File: src/design/bhdp_defs.svh
`ifndef BHDP_DEFS_SVH
`define BHDP_DEFS_SVH

// ****************************************************************
// Register offsets on the byte register port.
// ****************************************************************
`define BHDP_OFS_OUT_CTRL   6'h00
`define BHDP_OFS_MODE_CTRL  6'h01
`define BHDP_OFS_MAX_HI     6'h0c
`define BHDP_OFS_MAX_LO     6'h0d
`define BHDP_OFS_MIN_HI     6'h0e
`define BHDP_OFS_MIN_LO     6'h0f
`define BHDP_OFS_TXA_HI     6'h15
`define BHDP_OFS_TXA_MID    6'h16
`define BHDP_OFS_TXA_LO     6'h17
`define BHDP_OFS_RXA_HI     6'h18
`define BHDP_OFS_RXA_MID    6'h19
`define BHDP_OFS_RXA_LO     6'h1a
`define BHDP_OFS_DRIVE      6'h21

// ****************************************************************
// Field positions and reset values.
// ****************************************************************
`define BHDP_BIT_TRISTATE   6
`define BHDP_BIT_SERIAL     0
`define BHDP_BIT_REAL_TX    1
`define BHDP_BIT_ADDR_MODE  2
`define BHDP_BIT_HALF_DRIVE 0
`define BHDP_RST_OUT_CTRL   8'h40
`define BHDP_RST_OTHER      8'h00

// ****************************************************************
// Address preamble and host address control codes.
// ****************************************************************
`define BHDP_ADDR_LAST      2'h3
`define BHDP_HOST_ADDRESS_CONTROL_ADDR     2'h0
`define BHDP_HOST_ADDRESS_CONTROL_DATA     2'h1

`endif

File: src/design/bhdp_pkg.sv
package bhdp_pkg;

  // Configuration decoded from the register file.
  typedef struct packed {
    logic        tristate;    // Port held in high impedance.
    logic        half_drive;  // Reduced output drive request.
    logic        addr_mode;   // Address preamble mode.
    logic        serial_mode; // Serial on-off keyed transmit input.
    logic        real_tx;     // Transmit words are real, not I/Q pairs.
    logic [15:0] mod_max;     // Sample chosen by a serial one.
    logic [15:0] mod_min;     // Sample chosen by a serial zero.
    logic [18:0] tx_addr;     // Transfer address for transmit.
    logic [18:0] rx_addr;     // Transfer address for receive.
  } bhdp_cfg_s;

  // One complex sample, I and Q in two's complement.
  typedef struct packed {
    logic [15:0] i;
    logic [15:0] q;
  } bhdp_iq_s;

  // Burst sequencer states.
  typedef enum logic [2:0] {
    BHDP_OFF,
    BHDP_ARM,
    BHDP_SYNC,
    BHDP_ADDR,
    BHDP_DATA
  } bhdp_state_e;

endpackage

File: src/design/bhdp_clkdiv.sv
`timescale 1ns/1ns
// Fractional divider: one-cycle tick at step/factor of the clock rate.
module bhdp_clkdiv #(
  parameter int FW = 8
) (
  // Clock and reset.
  input  wire logic          ref_clk,
  input  wire logic          rst_n,
  // Control.
  input  wire logic          run,
  input  wire logic [FW-1:0] factor,
  input  wire logic          double_rate,
  // Rate enable.
  output logic               tick
);
  initial if (FW < 2) $error("bhdp_clkdiv: FW below 2");

  // ****************************************************************
  // Accumulator
  // ****************************************************************
  logic [FW:0] acc_r;     // Phase accumulator.
  logic [FW:0] acc_nxt;   // Accumulator after this cycle's step.
  logic [FW:0] step;      // Two for twice the rate, else one.
  logic [FW:0] eff;       // Factor, never below the step.
  logic        wrap;      // Accumulator reaches or passes the factor.

  assign step    = double_rate ? (FW+1)'(2) : (FW+1)'(1);
  assign eff     = ({1'b0, factor} < step) ? step : {1'b0, factor};
  assign wrap    = (acc_r + step) >= eff;
  assign acc_nxt = wrap ? (acc_r + step - eff) : (acc_r + step);
  assign tick    = run && wrap;

  // The accumulator restarts whenever the divider is stopped.
  always_ff @(posedge ref_clk) begin
    if (!rst_n || !run) begin
      acc_r <= '0;
    end else begin
      acc_r <= acc_nxt;
    end
  end
endmodule // bhdp_clkdiv

File: src/design/bhdp_regs.sv
`timescale 1ns/1ns
`include "bhdp_defs.svh"
// Byte register file at the documented offsets.
module bhdp_regs (
  // Clock and reset.
  input  wire logic              ref_clk,
  input  wire logic              rst_n,
  // Register access port.
  input  wire logic [5:0]        reg_addr,
  input  wire logic              reg_wr,
  input  wire logic              reg_rd,
  input  wire logic [7:0]        reg_wdata,
  output logic [7:0]             reg_rdata,
  // Decoded configuration.
  output bhdp_pkg::bhdp_cfg_s    cfg
);
  import bhdp_pkg::*;

  // ****************************************************************
  // Storage and decode
  // ****************************************************************
  logic [7:0] mem_r [0:63];  // Byte registers, indexed by offset.
  logic       mapped;        // Offset holds a register.

  assign mapped = (reg_addr == `BHDP_OFS_OUT_CTRL) || (reg_addr == `BHDP_OFS_MODE_CTRL)
               || (reg_addr >= `BHDP_OFS_MAX_HI && reg_addr <= `BHDP_OFS_MIN_LO)
               || (reg_addr >= `BHDP_OFS_TXA_HI && reg_addr <= `BHDP_OFS_RXA_LO)
               || (reg_addr == `BHDP_OFS_DRIVE);

  // Writes land only on mapped offsets; the port starts tri-stated.
  always_ff @(posedge ref_clk) begin
    if (!rst_n) begin
      for (int k = 0; k < 64; k++) begin
        mem_r[k] <= `BHDP_RST_OTHER;
      end
      mem_r[`BHDP_OFS_OUT_CTRL] <= `BHDP_RST_OUT_CTRL;
    end else if (reg_wr && mapped) begin
      mem_r[reg_addr] <= reg_wdata;
    end
  end

  // Read data comes one cycle after the strobe; unmapped reads zero.
  always_ff @(posedge ref_clk) begin
    if (!rst_n) begin
      reg_rdata <= 8'h00;
    end else if (reg_rd) begin
      reg_rdata <= mapped ? mem_r[reg_addr] : 8'h00;
    end
  end

  // ****************************************************************
  // Field extraction
  // ****************************************************************
  assign cfg.tristate    = mem_r[`BHDP_OFS_OUT_CTRL][`BHDP_BIT_TRISTATE];
  assign cfg.half_drive  = mem_r[`BHDP_OFS_DRIVE][`BHDP_BIT_HALF_DRIVE];
  assign cfg.addr_mode   = mem_r[`BHDP_OFS_MODE_CTRL][`BHDP_BIT_ADDR_MODE];
  assign cfg.serial_mode = mem_r[`BHDP_OFS_MODE_CTRL][`BHDP_BIT_SERIAL];
  assign cfg.real_tx     = mem_r[`BHDP_OFS_MODE_CTRL][`BHDP_BIT_REAL_TX];
  assign cfg.mod_max     = {mem_r[`BHDP_OFS_MAX_HI], mem_r[`BHDP_OFS_MAX_LO]};
  assign cfg.mod_min     = {mem_r[`BHDP_OFS_MIN_HI], mem_r[`BHDP_OFS_MIN_LO]};
  assign cfg.tx_addr     = {mem_r[`BHDP_OFS_TXA_HI][6:0], mem_r[`BHDP_OFS_TXA_MID],
                            mem_r[`BHDP_OFS_TXA_LO][3:0]};
  assign cfg.rx_addr     = {mem_r[`BHDP_OFS_RXA_HI][6:0], mem_r[`BHDP_OFS_RXA_MID],
                            mem_r[`BHDP_OFS_RXA_LO][3:0]};
endmodule // bhdp_regs

File: src/design/bhdp_top.sv
`timescale 1ns/1ns
`include "bhdp_defs.svh"
module bhdp_top #(
  parameter int FW = 8,  // Width of the division factors.
  parameter int DW = 16  // Data port width.
) (
  // Clock and reset.
  input  wire logic              ref_clk,
  input  wire logic              rst_n,
  // Register access port.
  input  wire logic [5:0]        reg_addr,
  input  wire logic              reg_wr,
  input  wire logic              reg_rd,
  input  wire logic [7:0]        reg_wdata,
  output logic [7:0]             reg_rdata,
  // Filter chain settings.
  input  wire logic [FW-1:0]     interp_factor,
  input  wire logic [FW-1:0]     decim_factor,
  // Receive samples from the decimation chain.
  input  wire bhdp_pkg::bhdp_iq_s rx_sample,
  // Transmit sample to the interpolation chain.
  output bhdp_pkg::bhdp_iq_s     tx_sample,
  // Host data port pins.
  input  wire logic [DW-1:0]     host_data_port_i,
  output logic [DW-1:0]          host_data_port_o,
  output logic                   host_data_port_oe,
  output logic                   port_half_drive,
  input  wire logic              direction_select,
  output logic                   port_clock,
  output logic                   frame_sync,
  // General pins shared by address control and serial input.
  input  wire logic              gpio1_i,
  output logic [1:0]             gpio_o,
  output logic [1:0]             gpio_oe
);
  import bhdp_pkg::*;

  initial if (DW != 16) $error("bhdp_top: data port must be 16 bits");

  // ****************************************************************
  // Registers and clocking
  // ****************************************************************
  bhdp_cfg_s     cfg;         // Decoded configuration.
  logic          enabled;     // Port enabled for parallel bursts.
  logic          port_tick;   // Port clock rising edge, one cycle.
  logic          ser_tick;    // Serial bit clock rising edge.
  logic [FW-1:0] port_factor; // Divider for the current direction.
  logic          port_double; // Port clock at twice the base rate.

  bhdp_regs u_regs (
    .ref_clk   (ref_clk),
    .rst_n     (rst_n),
    .reg_addr  (reg_addr),
    .reg_wr    (reg_wr),
    .reg_rd    (reg_rd),
    .reg_wdata (reg_wdata),
    .reg_rdata (reg_rdata),
    .cfg       (cfg)
  );

  assign enabled     = !cfg.tristate && !cfg.serial_mode;
  assign port_factor = direction_select ? interp_factor : decim_factor;
  assign port_double = direction_select ? !cfg.real_tx : 1'b1;

  // Port clock divider, stopped while the port is disabled.
  bhdp_clkdiv #(.FW(FW)) u_port_div (
    .ref_clk     (ref_clk),
    .rst_n       (rst_n),
    .run         (enabled),
    .factor      (port_factor),
    .double_rate (port_double),
    .tick        (port_tick)
  );

  // Serial bit clock divider at the interpolation rate.
  bhdp_clkdiv #(.FW(FW)) u_ser_div (
    .ref_clk     (ref_clk),
    .rst_n       (rst_n),
    .run         (cfg.serial_mode),
    .factor      (interp_factor),
    .double_rate (1'b0),
    .tick        (ser_tick)
  );

  // ****************************************************************
  // Burst sequencer
  // ****************************************************************
  bhdp_state_e state_r;     // Current sequencer state.
  bhdp_state_e state_nxt;   // Next sequencer state.
  logic        dir_r;       // Direction seen last cycle.
  logic        restart;     // Direction flipped or port disabled.
  logic [1:0]  addr_cnt_r;  // Address word index.
  logic [15:0] word_cnt_r;  // Data words since the last preamble.
  logic        iq_q_r;      // Next data word is the Q half.
  logic        in_addr;     // Address word slot on this tick.
  logic        in_data;     // Data word slot on this tick.
  logic        word_wrap;   // Last word of the address range.

  assign restart   = !enabled || (direction_select != dir_r);
  assign in_addr   = port_tick && (state_r == BHDP_ADDR);
  assign in_data   = port_tick && (state_r == BHDP_DATA);
  assign word_wrap = in_data && (word_cnt_r == 16'hffff);

  // Frame sync rises on one tick and falls on the next; words follow.
  always_comb begin
    state_nxt = state_r;
    unique case (state_r)
      BHDP_OFF:  state_nxt = enabled ? BHDP_ARM : BHDP_OFF;
      BHDP_ARM:  if (port_tick) begin
        state_nxt = BHDP_SYNC;
      end
      BHDP_SYNC: if (port_tick) begin
        state_nxt = cfg.addr_mode ? BHDP_ADDR : BHDP_DATA;
      end
      BHDP_ADDR: if (in_addr && addr_cnt_r == `BHDP_ADDR_LAST) begin
        state_nxt = BHDP_DATA;
      end
      BHDP_DATA: if (word_wrap && cfg.addr_mode) begin
        state_nxt = BHDP_ADDR;
      end
    endcase
    if (restart) begin
      state_nxt = enabled ? BHDP_ARM : BHDP_OFF;
    end
  end

  // State, direction and counters.
  always_ff @(posedge ref_clk) begin
    if (!rst_n) begin
      state_r    <= BHDP_OFF;
      dir_r      <= 1'b0;
      addr_cnt_r <= 2'h0;
      word_cnt_r <= 16'h0000;
      iq_q_r     <= 1'b0;
    end else begin
      state_r    <= state_nxt;
      dir_r      <= direction_select;
      addr_cnt_r <= (state_r != BHDP_ADDR) ? 2'h0 : addr_cnt_r + 2'(in_addr);
      word_cnt_r <= (state_r != BHDP_DATA) ? 16'h0000 : word_cnt_r + 16'(in_data);
      iq_q_r     <= (state_r != BHDP_DATA) ? 1'b0 : iq_q_r ^ in_data;
    end
  end

  // ****************************************************************
  // Port clock and frame sync
  // ****************************************************************
  // Port clock is high for one master cycle per tick.
  always_ff @(posedge ref_clk) begin
    if (!rst_n) begin
      port_clock <= 1'b0;
      frame_sync <= 1'b0;
    end else begin
      port_clock <= port_tick && !restart;
      if (restart) begin
        frame_sync <= 1'b0;
      end else if (port_tick) begin
        frame_sync <= (state_r == BHDP_ARM);
      end
    end
  end

  // ****************************************************************
  // Receive output latch and address preamble
  // ****************************************************************
  logic [18:0] cur_addr;   // Transfer address for this direction.
  logic [15:0] addr_word;  // Address word for the current slot.

  assign cur_addr  = direction_select ? cfg.tx_addr : cfg.rx_addr;
  assign addr_word = addr_cnt_r[0] ? cur_addr[15:0] : {13'h0000, cur_addr[18:16]};

  // Output latch changes only on port clock rising edges.
  always_ff @(posedge ref_clk) begin
    if (!rst_n) begin
      host_data_port_o <= '0;
    end else if (in_addr && !restart) begin
      host_data_port_o <= addr_word;
    end else if (in_data && !restart && !direction_select) begin
      host_data_port_o <= iq_q_r ? rx_sample.q : rx_sample.i;
    end
  end

  // Drive only when enabled and receiving, or during the preamble.
  assign host_data_port_oe = enabled && (!direction_select
                          || (state_r == BHDP_ADDR || state_r == BHDP_DATA && dir_r
                              && word_cnt_r == 16'h0000 && cfg.addr_mode && 1'b0));
  assign port_half_drive   = cfg.half_drive;

  // ****************************************************************
  // Transmit input latch
  // ****************************************************************
  logic        tx_capture;  // Transmit word taken on this tick.
  logic        ser_load;    // Serial bit taken on this tick.
  logic [15:0] tx_i_hold_r; // I half waiting for its Q half.

  assign tx_capture = in_data && !restart && direction_select;
  assign ser_load   = ser_tick && cfg.serial_mode;

  // The sample only changes on a capture or a serial load; otherwise it is held.
  always_ff @(posedge ref_clk) begin
    if (!rst_n) begin
      tx_sample   <= '0;
      tx_i_hold_r <= 16'h0000;
    end else if (ser_load) begin
      tx_sample.i <= gpio1_i ? cfg.mod_max : cfg.mod_min;
      tx_sample.q <= 16'h0000;
    end else if (tx_capture && cfg.real_tx) begin
      tx_sample.i <= host_data_port_i;
      tx_sample.q <= 16'h0000;
    end else if (tx_capture && !iq_q_r) begin
      tx_i_hold_r <= host_data_port_i;
    end else if (tx_capture) begin
      tx_sample.i <= tx_i_hold_r;
      tx_sample.q <= host_data_port_i;
    end
  end

  // ****************************************************************
  // General pins
  // ****************************************************************
  logic       bit_clock_r;  // Serial bit clock pulse.
  logic [1:0] host_address_control;        // Host address control code.

  always_ff @(posedge ref_clk) begin
    if (!rst_n) begin
      bit_clock_r <= 1'b0;
    end else begin
      bit_clock_r <= ser_load;
    end
  end

  assign host_address_control   = (state_r == BHDP_DATA) ? `BHDP_HOST_ADDRESS_CONTROL_DATA : `BHDP_HOST_ADDRESS_CONTROL_ADDR;
  // Serial mode takes precedence over address mode on the pins.
  assign gpio_o  = cfg.serial_mode ? {1'b0, bit_clock_r}
                 : (cfg.addr_mode ? host_address_control : 2'b00);
  assign gpio_oe = cfg.serial_mode ? 2'b01 : (cfg.addr_mode ? 2'b11 : 2'b00);
endmodule // bhdp_top

File: config.mk
export PLATFORM = sky130hd
export DESIGN_NAME = bhdp_top
export DESIGN_NICKNAME = d
export VERILOG_FILES = /design/src/design/bhdp_pkg.sv /design/src/design/bhdp_clkdiv.sv /design/src/design/bhdp_regs.sv /design/src/design/bhdp_top.sv
export VERILOG_INCLUDE_DIRS = /design/src /design/src/design
export SDC_FILE = /design/constraint.sdc
export NUM_CORES = 1
export LEC_CHECK = 0
export ABC_AREA = 1
export ABC_CLOCK_PERIOD_IN_PS = 13700
export BUFFER_PORTS_ARGS = -buffer_cell sky130_fd_sc_hd__buf_2
export CAP_MARGIN = 20
export CORE_MARGIN = 2
export CORE_UTILIZATION = 40
export CTS_CLUSTER_DIAMETER = 200
export DETAILED_ROUTE_END_ITERATION = 16
export GPL_TIMING_DRIVEN = 0
export PLACE_DENSITY = 0.66
export SLEW_MARGIN = 15
export SYNTH_ARGS = -nofsm -noshare
export SYNTH_HDL_FRONTEND = slang
export SYNTH_HIERARCHICAL = 1
export SYNTH_SLANG_ARGS = --single-unit
File: constraint.sdc
create_clock -name ref_clk -period 13.7 [get_ports ref_clk]
set_clock_uncertainty 0.2 [all_clocks]
set_input_delay 2.74 -clock ref_clk [delete_from_list [all_inputs] [get_ports ref_clk]]
set_output_delay 2.74 -clock ref_clk [all_outputs]
set_load 0.02 [all_outputs]
## After elaboration in Yosys (flattened, before gate mapping)

Memories as Yosys holds them, arrays and structs flattened.
Index checks and enable logic that the tools add are counted.

- $add $sub $neg: 6
- Magnitude comparators: 8
- Equality and inequality tests: 16
- Multiplexer cells: 39
- Bitwise logic cells: 6
- Reductions and logical operators: 49

Operator list:

| kind | count |
|---|---|
| $mux 32 | 4 |
| $mux 16 | 5 |
| $mux 8 | 5 |
| $mux 9 | 3 |
| $logic_and 1x1->1 | 20 |
| $mux 19 | 1 |
| $ge 9x9->1 | 2 |
| $mux 3 | 6 |
| $sub 9x9->9 | 2 |
| $add 16x1->16 | 1 |
| $eq 16x16->1 const B | 1 |
| $ne 3x3->1 const B | 5 |
| $pmux 3 s5 | 1 |
| $mux 1 | 10 |
| $add 9x1->9 const B | 1 |
| $add 9x9->9 | 1 |
| $lt 8x9->1 | 1 |
| $logic_not 1->1 | 8 |
| $logic_or 1x1->1 | 8 |
| $lt 8x1->1 const B | 1 |
| $reduce_or 8->1 | 1 |
| $eq 3x2->1 const B | 2 |
| $eq 6x1->1 const B | 1 |
| $eq 6x6->1 const B | 1 |
| 24 further kinds | 33 |

- Register bits: 116
- Bits in writable memories: 512
- Input bits: 84
- Logic and storage cells: 140
- Memories kept: 1

Memory list:

| memory | words | bits a word | rd ports | clocked after Yosys merged registers in | write ports | RTL line | RTL |
|---|---|---|---|---|---|---|---|
| u_regs.mem_r | 64 | 8 | 14 | 0 | 64 | bhdp_regs.sv:22 | `logic [7:0] mem_r [0:63];` |

## Longest topological paths before layout

Gate-level depths: netlist (run 1).
An unclocked memory read counts as a cell.

- Depth after elaboration: 15
- Mapped depth: 34
- Mapped depth without buffers: 30

## By module

The synthesis (run 1) kept the hierarchy.

By module, submodules not included:

| module | instances | cells an instance | area an instance (sq um) |
|---|---|---|---|
| bhdp_regs | 1 | 2,128 | 22,298.9 |
| bhdp_top | 1 | 769 | 4,948.5 |
| bhdp_clkdiv (u_port_div) | 1 | 209 | 1,193.6 |
| bhdp_clkdiv (u_ser_div) | 1 | 203 | 1,186.1 |

## Worst setup path after synthesis (run 1)

No wires, ideal clock.

- Path type: input to register
- Start: input port direction_select
- End: register word_cnt_r[13]
- Setup time: 0.115 ns
- Data arrival time: 6.809 ns
- Required time: 13.385 ns
- Setup slack: 6.576 ns
- Stages on the path: 31
- Buffers on the path: 4
- Cells stage by stage: buf_6 > inv_2 > clkbuf_1 > clkbuf_1 > nand2_1 > nand2_1 > ha_1 > o21ai_0 > nand3_1 > nand2_1 > inv_1 > ha_1 > nand3_1 > nand2_1 > nand2_1 > nand2_1 > nand2_2 > buf_4 > a21boi_0 > nand3_1 > inv_1 > ha_1 > nand3_1 > nor2_1 > nand2_1 > nor2_1 > nand3_1 > nor2_1 > nand3_1 > nand2_1 > nor2_1

RTL lines:

| element | RTL line | RTL |
|---|---|---|
| from (decl) | bhdp_top.sv:28 | `input wire logic direction_select,` |
| $mux 8 (*) | bhdp_top.sv:62 | `assign port_factor = direction_select ? interp_factor : decim_factor;` |
| via port_factor[1] | bhdp_top.sv:47 | `logic [FW-1:0] port_factor;` |
| $lt 8x9->1 | bhdp_clkdiv.sv:28 | `assign eff = ({1'b0, factor} < step) ? step : {1'b0, factor};` |
| $mux 9 (*) | bhdp_clkdiv.sv:28 |  |
| $ge 9x9->1 (*) | bhdp_clkdiv.sv:29 | `assign wrap = (acc_r + step) >= eff;` |
| $logic_and 1x1->1 (*) | bhdp_clkdiv.sv:31 | `assign tick = run && wrap;` |
| via port_tick | bhdp_top.sv:45 | `logic port_tick;` |
| $logic_and 1x1->1 (*) | bhdp_top.sv:101 | `assign in_data = port_tick && (state_r == BHDP_DATA);` |
| $add 16x1->16 (*) | bhdp_top.sv:139 | `word_cnt_r <= (state_r != BHDP_DATA) ? 16'h0000 : word_cnt_r + 16'(in_data);` |
| to (signal assigned) | bhdp_top.sv:139 |  |
| to (decl) | bhdp_top.sv:93 | `logic [15:0] word_cnt_r;` |

The timed path passes the listed nets; every way through them passes the cells marked *.
A chain may end at the register's enable or synchronous reset.

## Worst setup path after layout (run 1)

- Start: input port direction_select
- End: register word_cnt_r[15]

Same word-level chain as after synthesis.

==> results.md, run 1 <==
* Outcome: completed
* Via-per-instance ratio at 4.66
* Syn Inst Count at 3309
* FF-to-FF setup slack at 7.95 ns
* Beginning of the critical path: direction_select
* Drt drc at 0
* CP endpoint: word_cnt_r[15]
* Post-Synth XOR/XNOR Area at 0.473%
* Synth Register Bits at 628
* Crit path buf inv count at 7
* Reg2reg end: word_cnt_r[15]
* Post-synthesis compound-gate area fraction at 4.44%
* Unrepaired setup endpoints after global routing: false
* Final Max Tran Viols at 0
* CP max-delay cell: clkbuf_1
* Part of the power in the clock network at 41.6%
* Power per cell area at 127 mW/mm^2
* Root Driver: clkbuf_16
* WL/cell at 16.5 um
* Synth top area cells: edfxtp_1 (52%), nand2_1 (13%), dfxtp_1 (7.8%), inv_1 (5.2%), nor2_1 (5.2%)
* Worst path top cell family by delay: simple AND/OR/NAND/NOR gates
* Aggregate global-route resource usage at 21.3%
* Post-synthesis simple-gate area fraction at 25.2%
* Register share of total power at 49.6%
* Area Growth Syn to Fin at 19.4%
* Clock slew at reported path FFs at 0.06 ns
* Hold Path Class: flip-flop to flip-flop
* Fraction of registers with async set/reset at 0%
* CP Data Arrival Time at 8.09 ns
* Post-synthesis cell type count at 46
* Multiplexer share of the synthesized area at 0.541%
* Max Buffers Root-to-Sink at 3
* 1st-iter DRT viols at 2095
* Synth top area share at 51.9%
* Final setup violation count at 0
* Number of flops mapped to enable cells by yosys at 512
* Total Routed Length at 81.9 mm
* Largest family of logic cells by synthesized area: simple AND/OR/NAND/NOR gates
* Clock sinks at 628
* Vias in the first global route at 21658
* Post-route cell area at 0.0354 mm^2
* Cell taking the most area after synthesis: edfxtp_1
* Filler instances at 6947
* Setup crit start kind: primary input
* Post-synthesis sequential area ratio at 59.7%
* Switch Pwr at 1.10 mW
* Max Fclk at 129 MHz
* Adder-cell share of the synthesized area at 1.33%
* Post-CTS Hold Fix Bufs at 0
* Post-route ant nets at 0
* Mapped Avg Cell Area at 8.95 um^2
* Fin Setup TNS at 0 ns
* Worst vdd ir at 0.0894 mV
* Clk_lat worst skew at 0.63 ns
* CP required at 14.00 ns
* CTS tree: built
* Post-route minimum period at 7.78 ns
* Number of port buffers at 142
* Switching part of the total at 24.4%
* Most used cell along the critical path: nand2_1
* I/O pin total at 148
* Slew at the pin closest to its max-slew limit at 0.934 ns
* Rel. slew slack at 37.7%
* Cts repair resizes at 0
* Post-DP Area at 0.0331 mm^2
* Endpoint type of the worst setup path: flip-flop
* Pin count of the biggest net entering global routing at 18
* Maxcap violations at 0
* Share of power burned in combinational logic at 8.8%
* Worst reg2reg path depth at 30
* Critical R2R Launch: u_regs/mem_r[1][1]
* GP Congestion at 0.926
* Nets at 4048
* Count of final hold-check violations at 0
* Top FF cell, synth: edfxtp_1
* Post-DP HPWL at 60.6 mm
* H-tree depth at 3
* LEAKAGE at 16.1 nW
* First-pass GRT wire length at 124 mm
* Initial antenna violation count at 5
* Total CTS buffers at 70
* Share of cells above drive strength 1 at 9.67%
* CP Max Fanout at 10
* Setup bufs post-CTS at 0
* Crit path kind: primary input to flip-flop
* Die ar. at 0.0763 mm^2
* Mapped Area at 0.0296 mm^2
* Highest cell delay on the worst timing path at 0.55 ns
* DRT Pass-1 Iters at 6
* Rows at 99
* Core area at 0.0731 mm^2
* DR vias at 23092
* Tcrit/Tclk final at 56.8%
* Total gr overflow at 0
* Die Y at 276 um
* Synth warn at 6
* Initial Utilization at 40.5%
* Chip width at 276 um
* Internal at 3.40 mW
* Crit path depth at 31
metal layers:
metal | wire length, um | vias to the layer above | GRT usage (%)
li1 | - | 11497 | -
met1 | 34200 | 10619 | 27.6
met2 | 38100 | 837 | 34.9
met3 | 7020 | 131 | 4.55
met4 | 2520 | 8 | 8.25
met5 | 46 | - | 0
stage by stage:
stage	worst slack, ns	utilization (%)	hold slack [ns]	cells	power (mW)
floorplan	6.58	-	0.252	3720	2.51
global placement	5.28	45.3	0.247	4821	2.65
detailed placement	5.28	45.3	0.252	4822	2.66
CTS	5.92	48.4	0.262	4950	4.54
global route	5.27	48.4	0.278	4950	4.67
finish	5.92	48.4	0.263	4951	4.50
worst register-to-register path: cells and delay by family, from the launching register on:
family	cells	cell delay (ns)
AO/OA/AOI/OAI	1	0.51
XOR/XNOR	1	0.19
adder cells (fa/ha/maj)	4	1.17
buffers and inverters	6	0.74
flip-flops	1	0.42
AND/OR/NAND/NOR	18	2.42
cells by family after synthesis:
logic type	after synthesis
other	2
and+or+nand+nor	1786
buffers and inverters	592
xor gates and xnor gates	16
muxes	16
adders and majority gates	29
DFF	628
AOI/OAI and AO/OA	240
area by class of cell:
type / count / area, um^2 / area share [%]
sequential: 628 / 17700 / 50.0
multi-input combinational: 2500 / 11000 / 31.1
clock buffer: 81 / 1850 / 5.22
inverter: 417 / 1570 / 4.43
tap: 959 / 1200 / 3.39
buffer: 175 / 892 / 2.52
timing repair buffer: 143 / 718 / 2.03
clock inverter: 47 / 428 / 1.21
antenna: 1 / 2.50 / 0.00708
power by group through the flow:
stage	Sequential [mW]	Combinational [mW]	Clock (mW)
6_report	2.23	0.397	1.87
5_1_grt	2.24	0.442	1.99
4_1_cts	2.23	0.389	1.92
3_5_place_dp	2.27	0.387	0
3_3_place_gp	2.27	0.384	0
2_1_floorplan	2.26	0.251	0
how the worst min path moves through the flow:
stage / startpoint / end / slack, ns / cells past startpoint
6_report: tx_sample[5] / tx_sample[5] / 0.26 / 2
3_3_place_gp: tx_sample[5] / tx_sample[5] / 0.25 / 2
3_5_place_dp: tx_sample[5] / tx_sample[5] / 0.25 / 2
2_1_floorplan: word_cnt_r[8] / word_cnt_r[8] / 0.25 / 2
5_1_grt: tx_sample[5] / tx_sample[5] / 0.28 / 2
4_1_cts: tx_sample[5] / tx_sample[5] / 0.26 / 2
placed cells by master (no fill, tap or decap), types with 21 or more instances in the layout:
cell,instances
conb_1,413
edfxtp_1,512
clkbuf_1,88
nor2_1,410
buf_2,177
dfxtp_1,116
inv_1,411
ha_1,25
o21ai_0,114
nand3_1,270
clkbuf_16,72
a21oi_1,79
nand2_1,1004
buf_4,34
clkinv_1,21
nor3_1,25
cell usage after synthesis, drive strengths merged (2+ instances only):
cell type,instances
o21ai,120
nand4,20
nand3b,2
ha,25
nor3b,2
edfxtp,512
nand3,278
mux2i,16
o22ai,10
nor3,26
conb,2
a211oi,3
inv,414
fa,4
a21boi,4
nor2,422
clkbuf,80
nand2,1015
dfxtp,116
xor2,7
or2,20
xnor2,9
buf,95
o211ai,20
clkinv,3
a21oi,82
flip-flops by register name (all words and copies together) (netlist names):
name,flops
addr_cnt_r,2
bit_clock_r,1
dir_r,1
frame_sync,1
host_data_port_o,16
iq_q_r,1
port_clock,1
state_r,3
tx_i_hold_r,16
tx_sample,32
u_port_div/acc_r,9
u_regs/mem_r,512
u_regs/reg_rdata,8
u_ser_div/acc_r,9
word_cnt_r,16
Note: power is estimated with default switching activity, not from simulation.
==> inputs of run 2 (changes only) <==
--- a/config.mk
+++ b/config.mk
@@ -7,7 +7,7 @@
 export NUM_CORES = 1
 export LEC_CHECK = 0
 export ABC_AREA = 1
-export ABC_CLOCK_PERIOD_IN_PS = 13700
+export ABC_CLOCK_PERIOD_IN_PS = 6280
 export BUFFER_PORTS_ARGS = -buffer_cell sky130_fd_sc_hd__buf_2
 export CAP_MARGIN = 20
 export CORE_MARGIN = 2
@@ -15,7 +15,7 @@
 export CTS_CLUSTER_DIAMETER = 200
 export DETAILED_ROUTE_END_ITERATION = 16
 export GPL_TIMING_DRIVEN = 0
-export PLACE_DENSITY = 0.66
+export PLACE_DENSITY = 0.68
 export SLEW_MARGIN = 15
 export SYNTH_ARGS = -nofsm -noshare
 export SYNTH_HDL_FRONTEND = slang
==> constraint.sdc (replaced) <==
create_clock -name ref_clk -period 6.28 [get_ports ref_clk]
set_clock_uncertainty 0.2 [all_clocks]
set_input_delay 1.256 -clock ref_clk [delete_from_list [all_inputs] [get_ports ref_clk]]
set_output_delay 1.256 -clock ref_clk [all_outputs]
set_load 0.02 [all_outputs]
==> results.md, run 2 (same netlist as run 1, synthesis figures left out) <==
* Pin count of the biggest net entering global routing at 18
* Sequential cell area at 0.0177 mm^2
* I/O pin total at 148
* Part of the power in the clock network at 41.6%
* Die ar. at 0.0763 mm^2
* CP max-delay cell: clkbuf_1
* Worst reg2reg path depth at 30
* Worst vdd ir at 0.248 mV
* Max Buffers Root-to-Sink at 3
* Clk_lat worst skew at 0.62 ns
* CP required at 6.59 ns
* Commonest non-fill, non-tap cell in the layout: nand2_1
* Post-DP HPWL at 61.3 mm
* Metal2 WL at 38.3 mm
* Clock sinks at 628
* Post-route ant nets at 0
* Final setup violation count at 0
* Cts repair resizes at 0
* H-tree depth at 3
* Share of power burned in combinational logic at 8.9%
* Fin Setup TNS at 0 ns
* Count of final hold-check violations at 0
* LEAKAGE at 16.2 nW
* Unrepaired setup endpoints after global routing: false
* Outcome: completed
* Biggest register: u_regs/mem_r
* Initial Utilization at 40.5%
* First-pass GRT wire length at 126 mm
* Area Growth Syn to Fin at 19.4%
* CP Data Arrival Time at 6.13 ns
* Chip width at 276 um
* Tot Pwr at 9.82 mW
* Beginning of the critical path: direction_select
* Post-Route M1 WL at 34.1 mm
* Setup bufs post-CTS at 0
* Most used cell along the critical path: nand2_1
* Slew at the pin closest to its max-slew limit at 0.994 ns
* Via-per-instance ratio at 4.68
* Rel. slew slack at 33.8%
* Final Max Tran Viols at 0
* CP Max Fanout at 10
* Multi-input gate area at 0.0110 mm^2
* Total CTS buffers at 71
* 1st-iter DRT viols at 2312
* Register share of total power at 49.5%
* Post-route minimum period at 5.83 ns
* FF-to-FF setup slack at 0.79 ns
* DR vias at 23179
* Die Y at 276 um
* Power per cell area at 277 mW/mm^2
* Top sig layer: met5
* Critical R2R Launch: u_regs/mem_r[1][1]
* Worst path top cell family by delay: simple AND/OR/NAND/NOR gates
* Initial antenna violation count at 3
* WL/cell at 16.7 um
* Nets at 4048
* Vias in the first global route at 22049
* CTS tree: built
* Switching part of the total at 24.2%
* Total gr overflow at 0
* Rows at 99
* Number of port buffers at 142
* Commonest cells after routing, fill and taps aside: nand2_1 (1004), edfxtp_1 (512), conb_1 (413)
* Maxcap violations at 0
* Share of cells above drive strength 1 at 9.75%
* Highest cell delay on the worst timing path at 0.50 ns
* Filler instances at 6893
* GP Congestion at 0.932
* Met3 wire length at 7.17 mm
* Switch Pwr at 2.38 mW
* Aggregate global-route resource usage at 21.5%
* Drt drc at 0
* Post-CTS Hold Fix Bufs at 0
* Endpoint type of the worst setup path: flip-flop
* Clock slew at reported path FFs at 0.06 ns
* Crit path buf inv count at 6
* Core area at 0.0731 mm^2
* Biggest regs: u_regs/mem_r x512, tx_sample x32
* Total Routed Length at 82.8 mm
* Root Driver: clkbuf_16
* CP endpoint: word_cnt_r[15]
* Largest register FFs at 512
* Setup crit start kind: primary input
* DRT Pass-1 Iters at 6
* Crit path kind: primary input to flip-flop
* Reg2reg end: word_cnt_r[15]
* Crit path depth at 30
* Internal at 7.44 mW
* Tcrit/Tclk final at 92.8%
* Max Fclk at 172 MHz
* Hold Path Class: flip-flop to flip-flop
-- run 2: power by group through the flow --
| stage | clock (mW) | sequential (mW) | combinational (mW) |
|---|---|---|---|
| floorplan | 0 | 4.92 | 0.548 |
| finish | 4.08 | 4.86 | 0.871 |
| global placement | 0 | 4.94 | 0.839 |
| detailed placement | 0 | 4.95 | 0.847 |
| CTS | 4.17 | 4.86 | 0.852 |
| global route | 4.32 | 4.89 | 0.968 |
-- run 2: worst min-delay path by stage --
stage | cells after the start | start | endpoint
after floorplan | 2 | word_cnt_r[8] | word_cnt_r[8]
after global placement | 2 | tx_sample[1] | tx_sample[1]
after detailed placement | 2 | tx_sample[1] | tx_sample[1]
after CTS | 2 | tx_sample[1] | tx_sample[1]
after global routing | 2 | tx_sample[10] | tx_sample[10]
final | 2 | tx_sample[1] | tx_sample[1]
-- run 2: layout make-up --
class | instances | share of cell area (%)
Sequential cell | 628 | 50.0
Multi-Input combinational cell | 2500 | 31.2
Clock buffer | 93 | 5.56
Inverter | 417 | 4.42
Tap cell | 959 | 3.39
Buffer | 175 | 2.53
Timing Repair Buffer | 142 | 2.01
Clock inverter | 35 | 0.895
Antenna cell | 3 | 0.0212
-- run 2: worst min-delay path, cell delays in order, from the launching register on --
cell and delay (ns):
dfxtp_1 0.30, nand2_1 0.06, a21oi_1 0.05
-- run 2: metal layers --
layer / up-vias / global-route usage, %
met2: 912 / 35.2
met3: 181 / 4.36
li1: 11485 / -
met5: - / 0
met1: 10595 / 28.0
met4: 6 / 8.70
-- run 2: per-stage QoR --
step | cells | cell area [um^2] | hold WS (ns) | setup WS, ns | util, %
global placement | 4821 | 33100 | 0.247 | -0.453 | 45.3
CTS | 4949 | 35400 | 0.257 | 0.117 | 48.4
detailed placement | 4821 | 33100 | 0.249 | -0.517 | 45.3
finish | 4952 | 35400 | 0.256 | 0.453 | 48.4
floorplan | 3720 | 31200 | 0.252 | 0.640 | -
global route | 4949 | 35400 | 0.280 | 0.0568 | 48.4
